--- src/adc_seq_consts.svh ---
/*
 Constants of the converter result-buffer sequencer: widths, counts, reset values.
 Assumes inclusion by bare name; definitions only.
*/
`ifndef ADC_SEQ_CONSTS_SVH
`define ADC_SEQ_CONSTS_SVH
`define RESULT_WIDTH        12
`define BUFFER_COUNT        16
`define SAMPLES_PER_INTERRUPT_COUNT_WIDTH          5
`define DMA_ADDR_WIDTH      16
`define DMA_ADVANCE_EVERY   32
`define RESULT_RESET        12'h000
`define DMA_ADDR_RESET      16'h0000
`endif

--- src/adc_seq_pkg.sv ---
/*
 Types of the converter result-buffer sequencer.
 Assumes adc_seq_consts.svh is on the include path.
*/
`include "adc_seq_consts.svh"
package adc_seq_pkg;
    typedef logic [`RESULT_WIDTH-1:0]   result_type;
    typedef logic [`SAMPLES_PER_INTERRUPT_COUNT_WIDTH-1:0]     samples_per_interrupt_count_type;
    typedef logic [`DMA_ADDR_WIDTH-1:0] dma_addr_type;
    typedef logic [3:0]                 buf_index_type;
    typedef enum logic [1:0] {
        CONV_IDLE,
        CONV_BUSY
    } conv_state_type;
endpackage : adc_seq_pkg

--- src/adc_result_buffer_sequencer.sv ---
/*
 Result buffers and sequencing control for an analog-to-digital converter.
 Assumes the converter core pulses convStart and convDone on sys_clk, and that
 the reader drains the single buffer in DMA mode before the next result.
*/
`timescale 1ns/10ps
`include "adc_seq_consts.svh"

// Behaviour
// - Interrupt flag at sample count; request gated by enable
// - Scan list restarts at sample count
// - Buffer pointer returns to start at count, outside fill mode
// - DMA mode writes only first result buffer
// - DMA address advances every 32nd conversion
// - Sixteen buffers filled in order without DMA
// - Buffer chosen by sequence, not input
// - Done flag cleared at start, set at end
// - Fill mode alternates halves per interrupt
module adc_result_buffer_sequencer #(
    parameter int BUFFERS = `BUFFER_COUNT,
    parameter int DMA_EVERY = `DMA_ADVANCE_EVERY
) (
    input  wire logic                      sys_clk,
    input  wire logic                      arst_n,
    input  wire logic                      clkEn,
    input  wire logic                      convStart,
    input  wire logic                      convDone,
    input  wire adc_seq_pkg::result_type   convResult,
    input  wire adc_seq_pkg::samples_per_interrupt_count_type     samplesPerInterruptCount,
    input  wire logic                      scanEnable,
    input  wire logic                      dmaModeEnable,
    input  wire logic                      bufferFillMode,
    input  wire logic                      interruptEnable,
    input  wire logic                      intFlagClear,
    input  wire adc_seq_pkg::buf_index_type readIndex,
    output adc_seq_pkg::result_type        readData,
    output logic                           intFlag,
    output logic                           interruptReq,
    output logic                           scanRestart,
    output logic                           doneFlag,
    output adc_seq_pkg::buf_index_type     writeIndex,
    output adc_seq_pkg::dma_addr_type      dmaAddress
);
    import adc_seq_pkg::*;

    if (BUFFERS != 16 || DMA_EVERY < 1 || DMA_EVERY > 256) begin : g_bad_params
        $error("Unsupported buffer count or DMA spacing");
    end

    localparam logic [7:0] DMA_LAST = 8'(DMA_EVERY - 1);

    result_type     resultBuffers_r [BUFFERS];
    buf_index_type  ptr_r;
    buf_index_type  wrIdx;
    samples_per_interrupt_count_type       sampleCnt_r;
    logic [7:0]     dmaCnt_r;
    dma_addr_type   dmaAddr_r;
    logic           intFlag_r;
    logic           scanRestart_r;
    logic           done_r;
    logic           half_r;
    conv_state_type state_r;
    result_type     readData_r;
    logic           groupEnd;

    // Count field holds conversions minus one
    assign groupEnd = convDone && (sampleCnt_r == samplesPerInterruptCount);
    assign wrIdx    = dmaModeEnable ? 4'h0 : ptr_r;

    always_ff @(posedge sys_clk or negedge arst_n) begin
        if (!arst_n) begin
            sampleCnt_r <= '0;
        end else if (clkEn && convDone) begin
            sampleCnt_r <= groupEnd ? '0 : samples_per_interrupt_count_type'(sampleCnt_r + 1'b1);
        end
    end

    // Conversion progress and done flag
    always_ff @(posedge sys_clk or negedge arst_n) begin
        if (!arst_n) begin
            state_r <= CONV_IDLE;
            done_r  <= 1'b0;
        end else if (clkEn) begin
            unique case (state_r)
                CONV_IDLE: begin
                    if (convStart) begin
                        state_r <= CONV_BUSY;
                        done_r  <= 1'b0;
                    end
                end
                CONV_BUSY: begin
                    if (convDone) begin
                        state_r <= CONV_IDLE;
                        done_r  <= 1'b1;
                    end
                end
            endcase
        end
    end

    // Result storage by sequence position only
    generate
        for (genvar i = 0; i < BUFFERS; i++) begin : g_buf
            always_ff @(posedge sys_clk or negedge arst_n) begin
                if (!arst_n) begin
                    resultBuffers_r[i] <= `RESULT_RESET;
                end else if (clkEn && convDone && wrIdx == buf_index_type'(i)) begin
                    resultBuffers_r[i] <= convResult;
                end
            end
        end
    endgenerate

    // Buffer pointer and fill-mode halves
    always_ff @(posedge sys_clk or negedge arst_n) begin
        if (!arst_n) begin
            ptr_r  <= '0;
            half_r <= 1'b0;
        end else if (clkEn) begin
            if (dmaModeEnable) begin
                ptr_r <= '0;
            end else if (groupEnd) begin
                if (bufferFillMode) begin
                    half_r <= !half_r;
                    ptr_r  <= half_r ? 4'h0 : 4'h8;
                end else begin
                    ptr_r  <= '0;
                end
            end else if (convDone) begin
                ptr_r <= buf_index_type'(ptr_r + 1'b1);
            end
            if (!bufferFillMode) begin
                half_r <= 1'b0;
            end
        end
    end

    // DMA address advance
    always_ff @(posedge sys_clk or negedge arst_n) begin
        if (!arst_n) begin
            dmaCnt_r  <= '0;
            dmaAddr_r <= `DMA_ADDR_RESET;
        end else if (clkEn && dmaModeEnable && convDone) begin
            if (dmaCnt_r == DMA_LAST) begin
                dmaCnt_r  <= '0;
                dmaAddr_r <= dma_addr_type'(dmaAddr_r + 1'b1);
            end else begin
                dmaCnt_r <= 8'(dmaCnt_r + 1'b1);
            end
        end
    end

    // Interrupt flag and scan restart; set wins over clear
    always_ff @(posedge sys_clk or negedge arst_n) begin
        if (!arst_n) begin
            intFlag_r     <= 1'b0;
            scanRestart_r <= 1'b0;
        end else if (clkEn) begin
            if (groupEnd) begin
                intFlag_r <= 1'b1;
            end else if (intFlagClear) begin
                intFlag_r <= 1'b0;
            end
            scanRestart_r <= groupEnd && scanEnable;
        end
    end

    // Read port; single buffer in DMA mode
    always_ff @(posedge sys_clk or negedge arst_n) begin
        if (!arst_n) begin
            readData_r <= `RESULT_RESET;
        end else if (clkEn) begin
            readData_r <= dmaModeEnable ? resultBuffers_r[0] : resultBuffers_r[readIndex];
        end
    end

    assign readData     = readData_r;
    assign intFlag      = intFlag_r;
    assign interruptReq = intFlag_r && interruptEnable;
    assign scanRestart  = scanRestart_r;
    assign doneFlag     = done_r;
    assign writeIndex   = ptr_r;
    assign dmaAddress   = dmaAddr_r;

    a_int_on_group: assert property (@(posedge sys_clk) disable iff (!arst_n)
        clkEn && groupEnd |=> intFlag)
        else $error("Interrupt flag not set at group end");
    a_scan_restart: assert property (@(posedge sys_clk) disable iff (!arst_n)
        clkEn && groupEnd && scanEnable |=> scanRestart)
        else $error("Scan restart missing");
    a_ptr_wraps: assert property (@(posedge sys_clk) disable iff (!arst_n)
        clkEn && groupEnd && !dmaModeEnable && !bufferFillMode |=> writeIndex == 4'h0)
        else $error("Pointer not back at start");
    a_dma_single: assert property (@(posedge sys_clk) disable iff (!arst_n)
        clkEn && dmaModeEnable |=> writeIndex == 4'h0)
        else $error("DMA mode used other buffer");
    a_dma_advance: assert property (@(posedge sys_clk) disable iff (!arst_n)
        clkEn && dmaModeEnable && convDone && dmaCnt_r != DMA_LAST
        |=> $stable(dmaAddress))
        else $error("DMA address moved early");
    a_dma_step: assert property (@(posedge sys_clk) disable iff (!arst_n)
        clkEn && dmaModeEnable && convDone && dmaCnt_r == DMA_LAST
        |=> dmaAddress == dma_addr_type'($past(dmaAddress) + 1'b1))
        else $error("DMA address did not advance");
    a_seq_fill: assert property (@(posedge sys_clk) disable iff (!arst_n)
        clkEn && convDone && !groupEnd && !dmaModeEnable
        |=> writeIndex == buf_index_type'($past(writeIndex) + 1'b1))
        else $error("Pointer did not step");
    a_stored: assert property (@(posedge sys_clk) disable iff (!arst_n)
        clkEn && convDone |=> resultBuffers_r[$past(wrIdx)] == $past(convResult))
        else $error("Result not stored at pointer");
    a_done_flag: assert property (@(posedge sys_clk) disable iff (!arst_n)
        clkEn && state_r == CONV_IDLE && convStart |=> !doneFlag)
        else $error("Done not cleared at start");
    a_done_set: assert property (@(posedge sys_clk) disable iff (!arst_n)
        clkEn && state_r == CONV_BUSY && convDone |=> doneFlag)
        else $error("Done not set at completion");
    a_half_swap: assert property (@(posedge sys_clk) disable iff (!arst_n)
        clkEn && groupEnd && !dmaModeEnable && bufferFillMode && !half_r
        |=> writeIndex == 4'h8)
        else $error("Second half not selected");
endmodule : adc_result_buffer_sequencer

--- config.mk ---
export PLATFORM = sky130hd
export DESIGN_NAME = adc_result_buffer_sequencer
export DESIGN_NICKNAME = d
export VERILOG_FILES = /design/src/adc_seq_pkg.sv /design/src/adc_result_buffer_sequencer.sv
export VERILOG_INCLUDE_DIRS = /design/src
export SDC_FILE = /design/constraint.sdc
export NUM_CORES = 1
export LEC_CHECK = 0
export ABC_AREA = 0
export BUFFER_PORTS_ARGS = -buffer_cell sky130_fd_sc_hd__buf_2
export CORE_AREA = 2 2 154 156
export CTS_BUF_LIST = sky130_fd_sc_hd__clkbuf_4
export DETAILED_ROUTE_END_ITERATION = 8
export DIE_AREA = 0 0 156 158
export PLACE_DENSITY = 0.71
export SYNTH_ARGS = -nofsm -noshare
export SYNTH_HDL_FRONTEND = slang
export SYNTH_SLANG_ARGS = --single-unit
--- constraint.sdc ---
create_clock -name sys_clk -period 3.95 [get_ports sys_clk]
set_input_delay 0 -clock sys_clk [delete_from_list [all_inputs] [get_ports sys_clk]]
set_output_delay 0 -clock sys_clk [all_outputs]
set_load 0.05 [all_outputs]
* Yosys cells after proc, flatten, opt, wreduce, memory -nomap -nowiden *
Cells that the tools add are included.

cells by class
  add/subtract/negate cells = 4
  magnitude comparators = 1
  eq/ne operators = 22
  multiplexer cells = 23
  bitwise operators = 1
  reductions and logical operators = 32

operators by type and width
  kind                                                                   count
  12-bit binary-select mux with 4-bit select                             1
  12-bit two-way mux                                                     3
  4-bit equality test, second input constant                             8
  4-bit two-way mux                                                      6
  1-bit logical AND                                                      22
  16-bit by 1-bit adder with 16-bit output, second input constant        1
  4-bit by 3-bit equality test with 1-bit output, second input constant  4
  8-bit by 1-bit adder with 8-bit output, second input constant          1
  4-bit by 2-bit equality test with 1-bit output, second input constant  2
  8-bit by 5-bit equality test with 1-bit output, second input constant  1
  8-bit two-way mux                                                      1
  1-bit two-way mux                                                      7
  2-bit inequality test, second input constant                           3
  2-bit AND reduction                                                    3
  3-bit AND reduction                                                    2
  5-bit by 1-bit adder with 5-bit output, second input constant          1
  5-bit equality test                                                    1
  5-bit greater-or-equal comparator, second input constant               1
  5-bit two-way mux                                                      1
  4-bit NOT with 5-bit output                                            1
  4-bit by 1-bit adder with 4-bit output, second input constant          1
  4-bit by 1-bit equality test with 1-bit output, second input constant  1
  4-bit logical NOT                                                      1
  2-bit two-way mux                                                      2
  other kinds (8)                                                        8

storage, ports and cells
  register bits after elaboration = 243
  bits of input ports = 31
  output and inout port bits = 36
  logic and storage cells = 109

* Logic depth before layout (Yosys ltp) *
Gate-level depths: netlist of run 1.

  depth in word-level cells = 5
  mapped depth = 6
  gate-level depth less buffers = 5

* Worst setup path before layout of run 1 *
OpenSTA, ideal clock, no wires.

  path type = flip-flop to flip-flop
  start point = register ptr_r[3], in the netlist writeIndex[3]
  end point = register resultBuffers_r[37] (netlist name)
  setup time = 0.125 ns
  arrival time = 1.940 ns
  data required time = 3.825 ns
  setup slack = 1.885 ns
  cell stages (with the launch flop) = 6
  buffers on the path = 1
  clock period less this slack = 2.065 ns
  cells stage by stage = dfrtp_1 > and3b_1 > nand3_1 > nor3_1 > buf_2 > mux2_2

between the ends
  longest elaborated chain between the ends = 3

ends and longest elaborated chain
  element                         line                                text
  start: declaration              adc_result_buffer_sequencer.sv:53   buf_index_type ptr_r;
  start signal: assignment        adc_result_buffer_sequencer.sv:125  ptr_r <= half_r ? 4'h0 : 4'h8;
  start signal: assignment        adc_result_buffer_sequencer.sv:130  ptr_r <= buf_index_type'(ptr_r + 1'b1);
  4-bit two-way mux               adc_result_buffer_sequencer.sv:68   assign wrIdx = dmaModeEnable ? 4'h0 : ptr_r;
  4-bit equality test             adc_result_buffer_sequencer.sv:107  end else if (clkEn && convDone && wrIdx == buf_index_type'(i)) begin
  1-bit logical AND               adc_result_buffer_sequencer.sv:107
  end signal: indexed assignment  adc_result_buffer_sequencer.sv:106  resultBuffers_r[i] <= `RESULT_RESET;
  end signal: indexed assignment  adc_result_buffer_sequencer.sv:108  resultBuffers_r[i] <= convResult;
  end: declaration                adc_result_buffer_sequencer.sv:52   result_type resultBuffers_r [BUFFERS];

No other way between the ends.
A chain may end at the register's enable or synchronous reset.

* Worst setup path after layout of run 1 *
  start point = register ptr_r[3], in the netlist writeIndex[3]
  end point = register resultBuffers_r[130] (netlist name)

between the ends
  longest elaborated chain between the ends = 3

ends and longest elaborated chain
  element                                         line
  4-bit two-way mux                               adc_result_buffer_sequencer.sv:68
  4-bit by 3-bit equality test with 1-bit output  adc_result_buffer_sequencer.sv:107
  1-bit logical AND                               adc_result_buffer_sequencer.sv:107

No other way between the ends.

==> impl_metrics.yaml, run 1 <==
critical_path:
  worst-setup-path-type: "reg -> reg"
  rrSetupSlack_ns: 1.62
  crit_fanout: 12
  endpoint_kind: "register"
  arrival_ns: 2.90
  cp_slowest_stage_delay_ns: 0.91
  cp.required_ns: 4.52
  path_cells: "nor3b_1 -> nand3_1 -> nor2_1 -> mux2_2"
  crit_path_top_delay_cell: "nor2_1"
  startpoint_type: "register"
cells_and_area:
  area_growth_pct: 15.0
  final_nets: 924
  nFillCells: 1887
  final_cells: 1219
  drive_gt1_share_pct: 45.2
  stdcell_area_sq_um: 12700
global_route:
  grt_pass1_vias: 7015
  antenna_found_initial: 1
  grt_overflow_total: 0
  grt_first_pass_wirelength_um: 38000
  grt_max_degree: 135
  grt_usage_pct: 20.0
synth:
  ys.flop_type: "dfrtp_1"
  synth_edf_count: 0
  synthTopCellsByArea: "dfrtp_1 55%, mux2_2 20%, mux4_2 9.8%, xnor2_1 1.3%, mux2i_1 1.2%"
  netlist_instances: 769
  syn_nets: 804
  synthArstFlopShare_pct: 100
  yosysTopAreaCell: "dfrtp_1"
  synth_cell_types: 48
  synth-seq-cells: 242
  synth-xor-area-share_pct: 2.21
  yosysSeqAreaShare_pct: 54.8
  syn_area_per_cell_sq_um: 14.4
  synth_compound_area_share_pct: 3.80
  synthAdderAreaFrac_pct: 0.453
  synthMuxAreaShare_pct: 30.6
  yosys.area_share.simple_pct: 5.88
  synth_top_area_share_pct: 54.8
  netlist_area_sq_um: 11100
  synth_top_family_by_area: "multiplexers"
  synth_warnings: 0
clocking:
  cts_resized: 0
  path_clk_slew_ns: 0.07
  worstSkewPairLatency_ns: 0.73
  cts_tree: "yes"
  cts_buffers: 60
  root_buffer: "clkbuf_4"
  htreeDepth: 2
  clkSinkCount: 242
  cts_max_path_buffers: 3
power:
  powerDensity_nw_per_um2: 496
  ir_drop_mv: 0.308
  power_mw: 6.30
  p_leak_nw: 6.07
route:
  vias: 6860
  wirelength_um: 23900
  wl_per_cell_um: 19.6
  drt_pass1_iterations: 5
  drc_errors: 0
  vias_per_cell: 5.63
  drt_iter0_drc: 413
  ant_nets: 0
placement:
  place_inst: 1085
  hpwlAfterDp_um: 14100
  post_dp_cell_area_sq_um: 11700
  io_buffers: 66
  place_congestion: 0.720
  place_ws_ns: 1.61
sta:
  grt_setup_unrepaired: "no"
  final.min_clock_period_ns: 2.33
  hold_viol_final: 0
  worst_pin_slew_ns: 1.14
  slew_violations: 0
  fin_skew_ns: 0.0673
  period_share_pct: 59.0
  max_freq_mhz: 429
  relSlewSlack_pct: 23.7
  layout_setup_ws_ns: 1.62
  tns_ns: 0
  setup_viol: 0
floorplanning:
  coreArea_sq_um: 23100
  initial_core_util_pct: 48.0
  dieArea_sq_um: 24600
  fp-row-count: 56
  die_h_um: 158
  pin_count: 67
  die_x_um: 156
status:
  status: "finished, final reports clean"
worst_hold_path:
  holdCritPathClass: "in -> async"
flow_run:
  maxCapViolCount: 0
-- cell usage after synthesis, drive strengths merged (2+ instances only) --
library cell	n
dfrtp	242
mux2	193
mux4	48
clkbuf	27
buf	26
nand2	26
nor2	19
and3	18
xnor2	17
a21oi	16
mux2i	13
o211ai	13
a22oi	12
nor3	12
o21ai	12
nand3	11
xor2	10
nand4	8
nand2b	7
and4	4
ha	4
inv	4
nor4	4
and2	3
nor2b	2
nor3b	2
-- cell families (layout without fill, tap and decap cells) --
logic type      Yosys count  count (layout)
compound gates           64              64
fa+ha+maj                 4               4
simple gates            120             120
xor+xnor                 27              27
mux                     254             254
flops                   242             242
buf+inv                  58             217
other cells               0               1
-- metal layers --
layer | GRT usage [%] | part of all wire [%] | up-vias
li1 | - | - | 3117
met1 | 27.0 | 45 | 3545
met2 | 33.0 | 49 | 170
met3 | 4.43 | 5.2 | 28
met4 | 5.50 | 1.2 | 0
met5 | 0 | 0 | -
-- worst paths after layout --
| kind | to | depth (start not counted) | startpoint |
|---|---|---|---|
| setup / recovery | resultBuffers_r[130]$_DFFE_PN0P_ | 4 | writeIndex[3]$_DFFE_PN0P_ |
| hold / removal | intFlag$_DFFE_PN0P_ | 2 | arst_n |
| setup reg to reg | resultBuffers_r[130]$_DFFE_PN0P_ | 4 | writeIndex[3]$_DFFE_PN0P_ |
| hold reg to reg | dmaAddress[15]$_DFFE_PN0P_ | 1 | dmaAddress[15]$_DFFE_PN0P_ |
| max in group asynchronous | resultBuffers_r[7]$_DFFE_PN0P_ | 3 | arst_n |
| min in group sys_clk | sampleCnt_r[4]$_DFFE_PN0P_ | 5 | samplesPerInterruptCount[2] |
-- sequential cells by signal, indices dropped and copies added, names as in the netlist --
name	flops
writeIndex	4
dmaAddress	16
resultBuffers_r	192
scanRestart	1
doneFlag	1
dmaCnt_r	8
half_r	1
intFlag	1
sampleCnt_r	5
readData	12
state_r	1
-- per-stage QoR --
| stage | utilization (%) | hold WS (ns) |
|---|---|---|
| finish | 55.2 | 0.0398 |
| floorplan | - | -0.296 |
| global route | 55.2 | 0.0696 |
| detailed placement | 50.6 | 0.203 |
| global placement | 50.6 | 0.209 |
| CTS | 55.2 | 0.0111 |
-- layout make-up --
type	instances	area (sq um)	area share [%]
clock buffers	88	661	5.19
well taps	290	363	2.85
multi-input cells	469	4760	37.5
flip-flops and latches	242	6060	47.6
diodes	1	2.50	0.0197
repair buffers	111	773	6.08
inverters	5	18.8	0.148
clock inverters	13	80.1	0.630
-- worst max-delay path, delay by kind of cell (launching register included) --
kind	cells	cell delay, ns
simple gates	3	1.36
flops	1	0.44
mux	1	0.42
-- power breakdown --
part           leakage, nW  internal, mW  switching, mW  total (mW)
Clock                0.440          1.07          0.981        2.05
Sequential            3.21          2.90          0.259        3.16
Combinational         2.42         0.591          0.499        1.09
-- what timing repair did --
item | 4_1_cts | 5_1_grt
hold buffers | 32 | 0
endpoints found under the hold margin | 355 | 0
buffers inserted | 0 | 0
-- cells in the final DEF (no fill, tap or decap), types with 2 or more instances in the layout --
master         count
dfrtp_1          242
mux2_2           193
clkbuf_4          88
buf_2             64
mux4_2            48
dlygate4sd3_1     32
nand2_1           26
nor2_1            19
and3_1            17
xnor2_1           17
a21oi_1           16
mux2i_1           13
o211ai_1          13
buf_4             13
clkinv_1          12
a22oi_1           12
nand3_1           11
o21ai_0           11
xor2_1             9
nor3_1             8
nand4_1            8
nand2b_1           7
inv_1              4
nor4_1             4
ha_1               4
and2_1             3
nor3_2             3
and4_1             3
nor3b_1            2
nor2b_1            2
Power figures use the tool's default switching activity.
==> run 2: changes to the inputs <==
- ABC_AREA: 0 -> 1
- CORE_AREA: 2 2 154 156 -> 2 2 159 161
- DIE_AREA: 0 0 156 158 -> 0 0 161 163
- PLACE_DENSITY: 0.71 -> 0.73
- clock period: 3.95 -> 2 ns (I/O delays scaled with it)
==> impl_metrics.yaml, run 2 <==
status:
  status: "finished, final reports clean"
cells_and_area:
  final_cells: 2029
  drive_gt1_share_pct: 14.2
  final_cell_mix: "598 x nand2_1, 242 x dfrtp_1, 152 x nand3_1, 147 x o21ai_0, 145 x inv_1"
  layout_commonest_cell: "nand2_1"
  top_register: "resultBuffers_r"
  largest_reg_flops: 192
  stdcell_area_sq_um: 13600
  post-route-util_pct: 55.2
  area_growth_pct: 14.6
  final_nets: 1690
sta:
  setup_viol: 0
  fin_skew_ns: 0.0473
  relSlewSlack_pct: 53.9
  hold_viol_final: 0
  slew_violations: 0
  final.min_clock_period_ns: 1.78
  hold-worst-slack_ns: 0.0694
  layout_setup_ws_ns: 0.221
  tns_ns: 0
  max_freq_mhz: 562
  worst_pin_slew_ns: 0.691
  period_share_pct: 89.0
  grt_setup_unrepaired: "no"
route:
  ant_nets: 0
  drt_iter0_drc: 1025
  wl_per_cell_um: 15.7
  vias_per_cell: 5.27
  wirelength_um: 31900
  vias: 10700
  drt_pass1_iterations: 7
  drc_errors: 0
critical_path:
  cp_slowest_stage_delay_ns: 0.47
  worst-setup-path-type: "reg -> reg"
  startpoint_type: "register"
  path_cells: "inv_2 -> nor4_4 -> nand2_2 -> nand2_1 -> o21ai_2"
  critical_path_buf_inv_count: 1
  cp.required_ns: 2.51
  crit_fanout: 24
  endpoint_kind: "register"
  crit_path_top_delay_cell: "dfrtp_1"
  arrival_ns: 2.29
  cp_top_family: "simple AND/OR/NAND/NOR gates"
global_route:
  grt_overflow_total: 0
  grt_pass1_vias: 10400
  antenna_found_initial: 1
  grt_max_degree: 78
  grt_usage_pct: 25.2
  grt_first_pass_wirelength_um: 52900
floorplanning:
  die_x_um: 161
  fp-row-count: 58
  dieArea_sq_um: 26200
  die_h_um: 163
  initial_core_util_pct: 48.2
  pin_count: 67
  coreArea_sq_um: 24700
synth:
  yosys-top-cells-count: "598 x nand2_1, 242 x dfrtp_1, 152 x nand3_1"
  synth_cell_types: 33
  ys.flop_type: "dfrtp_1"
  synth-seq-cells: 242
  synthArstFlopShare_pct: 100
  syn_nets: 1585
  synth_top_area_share_pct: 50.9
  syn_area_per_cell_sq_um: 7.67
  netlist_area_sq_um: 11900
  synth_warnings: 0
  netlist_instances: 1550
  yosysTopAreaCell: "dfrtp_1"
  synth_edf_count: 0
  yosysSeqAreaShare_pct: 50.9
  synth.most_common_cell: "nand2_1"
  synthTopCellsByArea: "dfrtp_1 51%, nand2_1 19%, nand3_1 6.4%, o21ai_0 6.2%, inv_1 4.6%"
clocking:
  htreeDepth: 3
  cts_max_path_buffers: 3
  cts_tree: "yes"
  root_buffer: "clkbuf_4"
  clkSinkCount: 242
  path_clk_slew_ns: 0.07
  cts_buffers: 67
  worstSkewPairLatency_ns: 0.68
placement:
  place_inst: 1890
  place_congestion: 0.873
  post_dp_cell_area_sq_um: 12500
  hpwlAfterDp_um: 19600
  io_buffers: 66
  place_ws_ns: 0.277
worst_hold_path:
  holdCritPathClass: "in -> reg"
power:
  p_leak_nw: 6.81
  ir_drop_mv: 0.475
  power_mw: 12.4
  powerDensity_nw_per_um2: 908
flow_run:
  maxCapViolCount: 0
[run 2: cell types whose count changed after synthesis, moves of 48 or more]
| cell | previous run | this run |
|---|---|---|
| nand3_1 | 11 | 152 |
| o21ai_1 | 0 | 48 |
| inv_1 | 4 | 145 |
| nand2_1 | 26 | 598 |
| mux2_2 | 193 | 0 |
| o21ai_0 | 12 | 148 |
| mux4_2 | 48 | 0 |
[run 2: worst paths after layout]
kind | to | slack [ns] | cells after the start | from
worst min-delay path | scanRestart$_DFFE_PN0P_ | 0.07 | 4 | scanEnable
max in group asynchronous | resultBuffers_r[11]$_DFFE_PN0P_ | 0.84 | 4 | arst_n
worst max-delay path | resultBuffers_r[83]$_DFFE_PN0P_ | 0.22 | 5 | writeIndex[3]$_DFFE_PN0P_
worst min register to register | readData[0]$_DFFE_PN0P_ | 0.48 | 2 | readData[0]$_DFFE_PN0P_
worst max register to register | resultBuffers_r[83]$_DFFE_PN0P_ | 0.22 | 5 | writeIndex[3]$_DFFE_PN0P_
min in group asynchronous | half_r$_DFFE_PN0P_ | 0.41 | 3 | arst_n
[run 2: cell families (layout without fill, tap and decap cells)]
group / after synthesis / after routing / synth area share (%)
other cells: 0 / 1 / 0
simple gates: 813 / 813 / 28.4
buf+inv: 241 / 389 / 8.65
xor+xnor: 20 / 20 / 1.47
compound gates: 230 / 230 / 10.2
flops: 242 / 242 / 50.9
fa+ha+maj: 4 / 4 / 0.421
[run 2: area by class of cell]
class	instances	area [sq um]
sequential	242	6060
inverter	150	563
antenna	1	2.50
multi-input combinational	1067	4810
tap	330	413
fill	2332	11100
timing repair buffer	127	953
clock inverter	15	98.8
clock buffer	97	728
[run 2: power breakdown]
part | switching, mW | internal (mW)
Sequential | 0.374 | 5.50
Combinational | 1.38 | 0.701
Clock | 2.07 | 2.35
[run 2: metal layers]
| layer | part of all wire, % | vias to the layer above | GRT usage [%] |
|---|---|---|---|
| met5 | 0 | - | 0 |
| met4 | 3.1 | 0 | 10.9 |
| met3 | 8.1 | 85 | 5.12 |
| met2 | 46 | 419 | 40.4 |
| met1 | 43 | 5068 | 33.5 |
| li1 | - | 5126 | - |
[run 2: worst register-to-register path, delay by kind of cell, from the launching register on]
family                 cells  cell delay (ns)
and+or+nand+nor            3             0.96
buffers and inverters      1             0.11
AOI/OAI and AO/OA          1             0.07
DFF                        1             0.47
[run 2: timing repair]
action | CTS | global route
hold buffers | 27 | 0
setup buffers | 0 | 0
resized for setup | 0 | 1
hold endpoints to repair | 447 | 0
endpoints found under the setup margin | 0 | 2
==> run 3: changes to the inputs <==
- BUFFER_PORTS_ARGS: -buffer_cell sky130_fd_sc_hd__buf_2 -> unset
- DONT_BUFFER_PORTS: unset -> 1
- PLACE_DENSITY: 0.73 -> 0.71
- SETUP_SLACK_MARGIN: unset -> 0.4
==> impl_metrics.yaml, run 3 (synthesis gave the netlist of run 2 again) <==
global_route:
  grt_overflow_total: 0
  grt_usage_pct: 24.4
  grt_first_pass_wirelength_um: 51100
  grt_pass1_vias: 10000
  grt_max_degree: 243
  antenna_found_initial: 1
route:
  drt_pass1_iterations: 6
  vias: 10500
  ant_nets: 0
  wl_per_cell_um: 16.0
  drt_iter0_drc: 1062
  vias_per_cell: 5.30
  wirelength_um: 31800
  drc_errors: 0
sta:
  setup_viol: 0
  max_freq_mhz: 612
  slew_violations: 0
  period_share_pct: 81.7
  grt_setup_unrepaired: "yes"
  relSlewSlack_pct: 52.6
  worst_pin_slew_ns: 0.711
  fin_skew_ns: 0.0677
  hold-worst-slack_ns: -0.986
  final.min_clock_period_ns: 1.63
  tns_ns: 0
  hold_viol_final: 339
clocking:
  clkSinkCount: 242
  worstSkewPairLatency_ns: 0.68
  cts_tree: "yes"
  path_clk_slew_ns: 0.07
  root_buffer: "clkbuf_4"
  cts_max_path_buffers: 3
  cts_buffers: 68
  htreeDepth: 3
power:
  p_sw_mw: 3.65
  seqPwrFrac_pct: 49.7
  power_mw: 12.2
  p_comb_share_pct: 13.5
  p_sw_share_pct: 29.9
  ir_drop_mv: 0.436
  p_int_mw: 8.57
  powerDensity_nw_per_um2: 892
  clkPwrFrac_pct: 36.8
  p_leak_nw: 6.69
placement:
  hpwlAfterDp_um: 18100
  place_congestion: 0.834
  io_buffers: 0
critical_path:
  crit_fanout: 5
  worst-setup-path-type: "reg -> reg"
  cp.required_ns: 2.55
  startpoint_type: "register"
  arrival_ns: 2.19
  endpoint_kind: "register"
status:
  status: "finished, violations left"
  violations: "hold timing"
flow_run:
  maxCapViolCount: 0
floorplanning:
  dieArea_sq_um: 26200
  initial_core_util_pct: 48.2
  die_h_um: 163
  pin_count: 67
  coreArea_sq_um: 24700
  fp-row-count: 58
  die_x_um: 161
cells_and_area:
  drive_gt1_share_pct: 13.9
  final_nets: 1653
  final_cell_mix: "592 x nand2_1, 235 x dfrtp_1, 149 x nand3_1, 146 x o21ai_0, 142 x inv_1"
  layout_commonest_cell: "nand2_1"
  largest_reg_flops: 192
  top_register: "resultBuffers_r"
  area_growth_pct: 15.2
worst_hold_path:
  holdCritPathClass: "in -> async"
[run 3: area by class of cell]
class                   instances  area (sq um)
diodes                          1          2.50
inverters                     150           569
clock inverters                11          80.1
flip-flops and latches        242          6070
clock buffers                 101           758
well taps                     330           413
fillers                      2298         11000
multi-input cells            1067          4960
repair buffers                 89           847
[run 3: per-layer routing]
metal / vias to the layer above / track usage [%] / share of wire (%)
met4: 0 / 8.20 / 1.8
li1: 5047 / - / -
met1: 4994 / 33.9 / 44
met5: - / 0 / 0
met3: 58 / 6.32 / 9.1
met2: 444 / 37.6 / 45
[run 3: stage by stage]
stage | cell area [sq um] | util [%] | worst slack [ns] | std cells
floorplan | 11900 | - | 0.439 | 1550
global route | 13700 | 55.5 | 0.302 | 1991
global placement | 12200 | 49.3 | 0.268 | 1830
CTS | 13400 | 54.2 | 0.379 | 1976
detailed placement | 12200 | 49.3 | 0.208 | 1830
finish | 13700 | 55.5 | 0.365 | 1991
[run 3: path summary, 6_finish.rpt]
path	to	cells past startpoint	slack [ns]	start
max in group asynchronous	resultBuffers_r[25]$_DFFE_PN0P_	0	2.44	arst_n
min in group sys_clk	writeIndex[2]$_DFFE_PN0P_	3	-0.51	dmaModeEnable
worst max register to register	dmaAddress[6]$_DFFE_PN0P_	8	0.37	dmaCnt_r[1]$_DFFE_PN0P_
worst max-delay path	dmaAddress[6]$_DFFE_PN0P_	8	0.37	dmaCnt_r[1]$_DFFE_PN0P_
worst min register to register	dmaCnt_r[7]$_DFFE_PN0P_	1	0.48	dmaCnt_r[7]$_DFFE_PN0P_
worst min-delay path	resultBuffers_r[98]$_DFFE_PN0P_	0	-0.99	arst_n
[run 3: critical path, stage by stage (launching register included)]
cell      delay, ns
dfrtp_1        0.38
ha_2           0.20
nand3_2        0.10
nand3b_1       0.25
nor2_4         0.21
buf_6          0.16
nand2_4        0.05
o21ai_1        0.11
nand2_1        0.06
[run 3: repair_timing]
action | 4_1_cts | 5_1_grt
endpoints found under the setup margin | 60 | 129
endpoints found under the hold margin | 481 | 346
cloned | 0 | 2
pin swaps | 2 | 6
setup buffers | 7 | 8
resized for setup | 9 | 46
hold buffers | 27 | 4
[run 3: power by group through the flow]
stage                     clock, mW  combinational, mW  sequential (mW)
after floorplan                   0               1.22             6.10
after global placement            0               1.46             6.11
after detailed placement          0               1.52             6.14
after CTS                      4.61               1.58             6.05
after global routing           4.88               1.90             6.14
final                          4.49               1.65             6.07
